File: src/hrc_cfg.svh
// Constants for the halt release controller: operand bit positions and widths.
// Assumes inclusion by bare name from every file that needs them.
`ifndef HRC_CFG_SVH
`define HRC_CFG_SVH

`define HRC_OP_W 4
`define HRC_BIT_KEY 0
`define HRC_BIT_TMR 1
`define HRC_BIT_INT 3
`define HRC_KEY_LINES 4
`define HRC_SEL_W 2
`define HRC_IRQ_N 10
`define HRC_VEC_W 4
`define HRC_OP_NONE 4'h0

`endif

File: src/hrc_pkg.sv
// Types shared by the halt release controller.
// Assumes hrc_cfg.svh supplies the widths.
`include "hrc_cfg.svh"

package hrc_pkg;

   // Processor run state
   typedef enum logic {
      HRC_RUN,
      HRC_HALT
   } hrc_state_e;

   typedef logic [`HRC_OP_W-1:0] hrc_op_t;

endpackage : hrc_pkg

File: src/hrc_key_latch.sv
// One key sense line: three-stage synchroniser and the input latch behind it.
// Assumes the pin is asynchronous to sys_clk_i; reset is synchronous.
module hrc_key_latch (
   input wire logic sys_clk_i,
   input wire logic rst_i,
   input wire logic ce_i,
   input wire logic pin_i,
   input wire logic detach_i,
   output logic latch_o,
   output logic conv_o
);

   logic sync1;
   logic sync2;
   logic sync3;
   logic latch;
   logic next_latch;

   // Latch follows an agreed pin level only while attached
   always_comb begin
      next_latch = latch;
      if (!detach_i && (sync2 == sync3)) begin
         next_latch = sync3;
      end
   end

   // Synchroniser and latch registers; detached latch keeps its level
   always_ff @(posedge sys_clk_i) begin
      if (rst_i) begin
         sync1 <= 1'b0;
         sync2 <= 1'b0;
         sync3 <= 1'b0;
         latch <= 1'b0;
      end else if (ce_i) begin
         sync1 <= pin_i;
         sync2 <= sync1;
         sync3 <= sync2;
         latch <= next_latch;
      end
   end

   assign latch_o = latch;
   assign conv_o = sync3 & detach_i; // Detached line feeds the converter

endmodule : hrc_key_latch

File: src/hrc_halt_ctrl.sv
// Halt control: gates the processor clock on a halt instruction and ends
// the halt on key, timer zero carry or accepted interrupt, or on any reset.
// Power-on reset acts always; chip-enable reset and all updates wait for ce_i.
// Assumes halt requests, timer carry and interrupt lines come from logic on
// sys_clk_i; key sense lines are pins and are synchronised here.
`include "hrc_cfg.svh"

// Operation
// - A halt instruction gates off the processor clock and stops execution while peripherals keep running.
// - The halt instruction is taken whatever the chip-enable level; the code takes it only on a cycle with ce_i high.
// - A 4-bit operand in the halt instruction enables one wake source per set bit.
// - Wake sources are key input, timer zero carry and interrupt acceptance.
// - With several sources enabled, any one satisfied ends the halt.
// - After a key or timer release the processor resumes at the instruction after the halt.
// - Power-on reset or chip-enable reset always ends the halt and resets; the code takes chip-enable reset only on a cycle with ce_i high.
// - An all-zero operand enables no source, so only a reset ends that halt.
// - Operand 0001B ends the halt when any of the four key lines latches high.
// - A key line chosen as converter input is cut from its latch, one line at a time.
// - A latch that held high before its line was cut stays high and ends a key halt at once.
// - Operand 0010B ends the halt in the same event that sets the timer zero carry flag.
// - Operand 1000B ends the halt on interrupt acceptance and branches to its vector.
// - A request lacking its own or the global enable is not accepted and does not wake.
module hrc_halt_ctrl #(
   parameter int IRQ_N = `HRC_IRQ_N,
   parameter int KEY_LINES = `HRC_KEY_LINES
) (
   input wire logic sys_clk_i,
   input wire logic rst_i,
   input wire logic ce_i,
   input wire logic ce_reset_i,
   input wire logic halt_req_i,
   input wire logic [`HRC_OP_W-1:0] halt_operand_i,
   input wire logic [KEY_LINES-1:0] key_sense_port_i,
   input wire logic conv_sel_en_i,
   input wire logic [`HRC_SEL_W-1:0] conv_sel_i,
   input wire logic timer_zero_carry_flag_i,
   input wire logic [IRQ_N-1:0] irq_req_i,
   input wire logic [IRQ_N-1:0] irq_en_i,
   input wire logic irq_global_en_i,
   output logic cpu_clk_en_o,
   output logic halted_o,
   output logic resume_next_o,
   output logic irq_accept_o,
   output logic [`HRC_VEC_W-1:0] irq_vector_o,
   output logic [KEY_LINES-1:0] key_latch_o,
   output logic conv_in_o
);

   hrc_pkg::hrc_state_e state;
   hrc_pkg::hrc_state_e next_state;
   hrc_pkg::hrc_op_t wake_mask;
   hrc_pkg::hrc_op_t next_wake_mask;
   logic next_cpu_clk_en;
   logic next_resume_next;
   logic next_irq_accept;
   logic [`HRC_VEC_W-1:0] next_irq_vector;
   logic [KEY_LINES-1:0] next_key_latch;
   logic next_conv_in;
   logic [KEY_LINES-1:0] latch_w;
   logic [KEY_LINES-1:0] conv_w;
   logic [KEY_LINES-1:0] detach_w;
   logic [IRQ_N-1:0] irq_ok;
   logic key_hit;
   logic irq_hit;
   logic [`HRC_VEC_W-1:0] irq_idx;
   logic wake;
   logic key_wake;
   logic tmr_wake;
   logic irq_wake;
   logic any_reset;
   logic next_halted;

   // Detach decode: at most one line selected
   // Only one line can be cut at a time, so the converter never sees two
   always_comb begin
      detach_w = '0;
      if (conv_sel_en_i) begin
         detach_w[conv_sel_i] = 1'b1;
      end
   end

   // Per-line synchroniser and input latch
   // Wake reads the internal latches; key_latch_o trails them by one cycle
   genvar g;
   generate
      for (g = 0; g < KEY_LINES; g = g + 1) begin : g_key
         hrc_key_latch u_key (
            .sys_clk_i(sys_clk_i),
            .rst_i(rst_i),
            .ce_i(ce_i),
            .pin_i(key_sense_port_i[g]),
            .detach_i(detach_w[g]),
            .latch_o(latch_w[g]),
            .conv_o(conv_w[g])
         );
      end
   endgenerate

   // Interrupt acceptance: both enables needed, lowest index has priority
   // A request lacking either enable never reaches the wake OR
   always_comb begin
      irq_ok = irq_req_i & irq_en_i & {IRQ_N{irq_global_en_i}};
      irq_hit = |irq_ok;
      irq_idx = '0;
      for (int i = IRQ_N - 1; i >= 0; i--) begin
         if (irq_ok[i]) begin
            irq_idx = `HRC_VEC_W'(i);
         end
      end
   end

   // Per-source release terms, each gated by its bit of the held operand
   always_comb begin
      key_hit = |latch_w;
      key_wake = wake_mask[`HRC_BIT_KEY] & key_hit;
      tmr_wake = wake_mask[`HRC_BIT_TMR] & timer_zero_carry_flag_i;
      irq_wake = wake_mask[`HRC_BIT_INT] & irq_hit;
   end

   // Wake condition: OR of the enabled terms
   always_comb begin
      wake = key_wake | tmr_wake | irq_wake;
   end

   // Combined reset: power-on or chip-enable reset always leaves halt
   // Chip-enable reset needs a clocked cycle; power-on reset does not
   always_comb begin
      any_reset = rst_i | (ce_i & ce_reset_i);
   end

   // Next state of the halt machine
   always_comb begin
      next_state = state;
      next_wake_mask = wake_mask;
      next_cpu_clk_en = cpu_clk_en_o;
      case (state)
         hrc_pkg::HRC_RUN: begin
            // Entry is registered only on a cycle with ce_i high
            if (halt_req_i) begin
               next_state = hrc_pkg::HRC_HALT;
               next_wake_mask = halt_operand_i;
               next_cpu_clk_en = 1'b0;
            end
         end
         hrc_pkg::HRC_HALT: begin
            // Checked every cycle; clock returns the following cycle
            // A fresh halt request here is ignored
            if (wake) begin
               next_state = hrc_pkg::HRC_RUN;
               next_wake_mask = `HRC_OP_NONE;
               next_cpu_clk_en = 1'b1;
            end
         end
         default: begin
            next_state = hrc_pkg::HRC_RUN;
            next_cpu_clk_en = 1'b1;
         end
      endcase
      next_halted = (next_state == hrc_pkg::HRC_HALT);
   end

   // Halt machine registers; reset leaves halt with the clock running
   always_ff @(posedge sys_clk_i) begin
      if (any_reset) begin
         state <= hrc_pkg::HRC_RUN;
         wake_mask <= `HRC_OP_NONE;
         cpu_clk_en_o <= 1'b1;
         halted_o <= 1'b0;
      end else if (ce_i) begin
         state <= next_state;
         wake_mask <= next_wake_mask;
         cpu_clk_en_o <= next_cpu_clk_en;
         halted_o <= next_halted;
      end
   end

   // Release pulses: interrupt acceptance outranks a plain resume
   always_comb begin
      next_resume_next = 1'b0;
      next_irq_accept = 1'b0;
      next_irq_vector = irq_vector_o;
      if ((state == hrc_pkg::HRC_HALT) && wake) begin
         // Release sets exactly one of the two pulses
         if (irq_wake) begin
            next_irq_accept = 1'b1;
            next_irq_vector = irq_idx;
         end else begin
            next_resume_next = 1'b1;
         end
      end
   end

   // Release pulse registers; a pulse stands for one clocked cycle
   always_ff @(posedge sys_clk_i) begin
      if (any_reset) begin
         resume_next_o <= 1'b0;
         irq_accept_o <= 1'b0;
         irq_vector_o <= '0;
      end else if (ce_i) begin
         resume_next_o <= next_resume_next;
         irq_accept_o <= next_irq_accept;
         irq_vector_o <= next_irq_vector;
      end
   end

   // Key mirror: latch contents and the detached line's level
   always_comb begin
      next_key_latch = latch_w;
      next_conv_in = |conv_w;
   end

   // Key mirror registers
   always_ff @(posedge sys_clk_i) begin
      if (any_reset) begin
         key_latch_o <= '0;
         conv_in_o <= 1'b0;
      end else if (ce_i) begin
         key_latch_o <= next_key_latch;
         conv_in_o <= next_conv_in;
      end
   end

endmodule : hrc_halt_ctrl

File: config.mk
export PLATFORM = sky130hd
export DESIGN_NAME = hrc_halt_ctrl
export DESIGN_NICKNAME = d
export VERILOG_FILES = /design/src/hrc_pkg.sv /design/src/hrc_key_latch.sv /design/src/hrc_halt_ctrl.sv
export VERILOG_INCLUDE_DIRS = /design/src
export SDC_FILE = /design/constraint.sdc
export NUM_CORES = 1
export LEC_CHECK = 0
export ABC_AREA = 1
export BUFFER_PORTS_ARGS = -buffer_cell sky130_fd_sc_hd__buf_2
export CAP_MARGIN = 20
export CORE_UTILIZATION = 53
export CTS_CLUSTER_DIAMETER = 60
export DETAILED_ROUTE_END_ITERATION = 10
export GPL_ROUTABILITY_DRIVEN = 0
export PLACE_DENSITY = 0.84
export SETUP_SLACK_MARGIN = 0.1
export SKIP_LAST_GASP = 1
export SLEW_MARGIN = 20
export SYNTH_ARGS = -nofsm -noshare
export SYNTH_HDL_FRONTEND = slang
export SYNTH_SLANG_ARGS = --single-unit
export TNS_END_PERCENT = 5
File: constraint.sdc
create_clock -name sys_clk_i -period 2.85 [get_ports sys_clk_i]
set_input_delay 0.57 -clock sys_clk_i [delete_from_list [all_inputs] [get_ports sys_clk_i]]
set_output_delay 0.57 -clock sys_clk_i [all_outputs]
set_load 0.005 [all_outputs]
==> flow_metrics.py <==
metrics = {
    "floorplan": {
        "ios": 51,
        "rows": 18,
        "die-area_um2": 3040,
        "die_w_um": 55.1,
        "dieHeight_um": 55.1,
        "core-area_um2": 2570,
        "initial_core_util_pct": 58.3,
    },
    "timing": {
        "skew_ns": 0.00903,
        "maxSlewViolCount": 0,
        "grt_setup_unrepaired": "false",
        "slew_headroom_pct": 55.0,
        "fmax_mhz": 641,
        "setup_viol": 0,
        "fin_crit_ns": 1.56,
        "fin_tns_setup_ns": 0,
        "hold_viol_final": 0,
        "tightest_slew_ns": 0.674,
        "fin_crit_sh_pct": 54.7,
    },
    "layout": {
        "area_growth_pct": 22.7,
        "finalNetCount": 280,
        "fin_cells": 273,
        "diodes": 0,
        "drive_gt1_share_pct": 31.3,
        "final_core_util_pct": 71.5,
    },
    "clock_network": {
        "cts_resized": 0,
        "cts_root_buffer": "clkbuf_4",
        "clkLatencyLatePin_ns": 0.34,
        "cts.sink_count": 32,
        "cts_hold_buf": 0,
        "cts_tree": "yes",
        "cts_setup_buffers": 0,
        "numCtsBuffers": 5,
        "cts_max_level": 2,
        "clock_path_buffers": 2,
        "clkSlewWorstSetupHoldPaths_ns": 0.10,
    },
    "run_status": {
        "run_status": "completed",
    },
    "yosys": {
        "ys_ff_latch": 32,
        "synthCells": 194,
        "synth.avg_cell_area_um2": 7.71,
        "ys_types": 27,
        "ys_seq_area_share_pct": 42.8,
        "yosys_warnings": 0,
        "synth.cell_area_um2": 1500,
        "syn-num-nets": 232,
    },
    "setup_path": {
        "crit_path_max_incr_delay_ns": 0.56,
        "reg2reg_to": "wake_mask[3]$_SDFFE_PP0P_",
        "arrival_ns": 1.80,
        "cpLargestDelayFamily": "buffers and inverters",
        "crit_type": "in2reg",
        "slowest_stage": "inv_1",
        "path_cells": "buf_2 > inv_1 > nor3_1 > a221oi_1",
        "reg2reg_slack_ns": 1.62,
        "path_buf_inv": 2,
        "rr_worst_depth": 7,
        "required_ns": 3.09,
        "r2r_start": "g_key[3].u_key.latch_o$_SDFFE_PP0P_",
        "end_kind": "flop",
        "cp-start-kind": "input port",
        "critical_path.max_fanout": 26,
    },
    "power": {
        "netSwitchingFraction_pct": 24.0,
        "leakage_nw": 0.865,
        "seqPwrFrac_pct": 48.3,
        "internal_power_w": 0.000741,
        "power.switching_w": 0.000234,
        "comb_power_share_pct": 11.9,
        "clkPwrFrac_pct": 39.9,
        "power.density_nw_per_um2": 531,
        "finalPower_w": 0.000976,
        "peakVddDrop_v": 0.000374,
    },
    "hold_path": {
        "worstHoldStart": "key_sense_port_i[2]",
        "min_path_cells": 3,
        "hold-path-endpoint": "g_key[2].u_key.sync1$_SDFFE_PP0P_",
        "hp-class": "in2reg",
    },
    "drt": {
        "remaining_drc_errors": 0,
        "firstDrtPassIters": 4,
        "totalWireLength_mm": 3.10,
        "first_iter_violations": 18,
        "wl_per_cell_um": 11.4,
        "vias": 1430,
        "ant_nets": 0,
        "avgViaCountPerCell": 5.24,
    },
    "job": {
        "maxCapViolCount": 0,
    },
    "global_route": {
        "grt_pass1_vias": 1220,
        "globalRouteTotalUtil_pct": 23.8,
        "grt_max_degree": 27,
        "antenna_found_initial": 0,
        "grt_first_pass_wirelength_mm": 4.91,
        "grt_remaining_overflow": 0,
    },
    "placed_design": {
        "post-dp-hpwl_mm": 2.19,
        "dp_cells": 265,
        "port_buffers": 49,
    },
}
## registers in the layout, summed over array words and instances, names as in the netlist
name                 flops
irq_vector_o             4
key_latch_o              4
g_key.u_key.sync3        4
g_key.u_key.sync2        4
conv_in_o                1
g_key.u_key.sync1        4
state                    1
wake_mask                3
resume_next_o            1
cpu_clk_en_o             1
irq_accept_o             1
g_key.u_key.latch_o      4
## cell families after synthesis
kind of cell           after synthesis  synth area share (%)
AO/OA/AOI/OAI                       44                  16.3
buffers and inverters               24                  6.60
flip-flops                          32                  42.8
AND/OR/NAND/NOR                     94                  34.3
## worst max-delay path by stage
stage                                          endpoint  depth (start not counted)       startpoint
global placement    g_key[1].u_key.latch_o$_SDFFE_PP0P_                          4             ce_i
finish              g_key[2].u_key.latch_o$_SDFFE_PP0P_                          4             ce_i
CTS                 g_key[2].u_key.latch_o$_SDFFE_PP0P_                          4             ce_i
global route        g_key[2].u_key.latch_o$_SDFFE_PP0P_                          4             ce_i
floorplan                  irq_vector_o[1]$_SDFFE_PP0P_                          9  irq_global_en_i
detailed placement  g_key[1].u_key.latch_o$_SDFFE_PP0P_                          4             ce_i
## through the flow
stage,hold WS (ns),setup WS [ns],instance area (um^2)
3_5_place_dp,0.451,0.991,1740
5_1_grt,0.445,1.12,1840
2_1_floorplan,0.445,1.31,1500
6_report,0.445,1.29,1840
3_3_place_gp,0.448,0.983,1740
4_1_cts,0.443,1.29,1840
## synthesized netlist by cell type, drive strengths merged
master / n / area (um^2)
a211oi: 1 / 7.51
a21oi: 20 / 100
a221oi: 3 / 26.3
a22oi: 1 / 7.51
a31oi: 2 / 12.5
buf: 2 / 16.3
clkbuf: 6 / 22.5
dfxtp: 32 / 641
inv: 16 / 60.1
nand2: 40 / 178
nand3: 21 / 145
nand3b: 2 / 27.5
nand4: 4 / 25.0
nor2: 23 / 118
nor3: 4 / 20.0
o21ai: 16 / 83.8
o22ai: 1 / 6.26
## final cells by class
type,instances,area (um^2)
multi-input cells,138,757
repair buffers,49,245
inverters,16,60.1
flip-flops and latches,32,641
clock inverters,1,30.0
fillers,232,732
well taps,30,37.5
clock buffers,7,65.1
## placed cells by master, fill, tap and decap left out
master and instances:
buf_2 49, nor2_8 1, nand2_1 35, a221oi_1 3, inv_2 1, nand3b_1 1
nand4_1 4, dfxtp_1 32, bufinv_16 1, nor2_1 20, nand2_2 2, o21ai_1 4
clkbuf_8 2, nor3_1 4, a211oi_1 1, nand3b_4 1, clkbuf_4 5, o21ai_0 11
a21oi_1 20, nand2_4 3, nand3_2 8, a22oi_1 1, o21ai_2 1, nand3_1 13
a31oi_1 2, o22ai_1 1, inv_1 15, nor2_4 2
## power by group through the flow
stage               registers (W)   logic, W  clock network, W
finish                   0.000471   0.000116          0.000389
global route             0.000473   0.000131          0.000417
CTS                      0.000471   0.000116          0.000394
detailed placement       0.000481   0.000115                 0
global placement         0.000480   0.000113                 0
floorplan                0.000479  0.0000766                 0
## routing by layer
layer / up-vias / global-route usage, % / part of all wire [%]
li1: 753 / - / -
met1: 631 / 25.7 / 43
met2: 42 / 41.8 / 49
met3: 4 / 8.20 / 6.3
met4: 0 / 10.0 / 1.1
met5: - / 0 / 0
## tightest hold or removal path, cell delays in order
cell	delay, ns
buf_2	0.07
nor2_1	0.03
nor2_1	0.08
(Power assumes the default switching activity.)
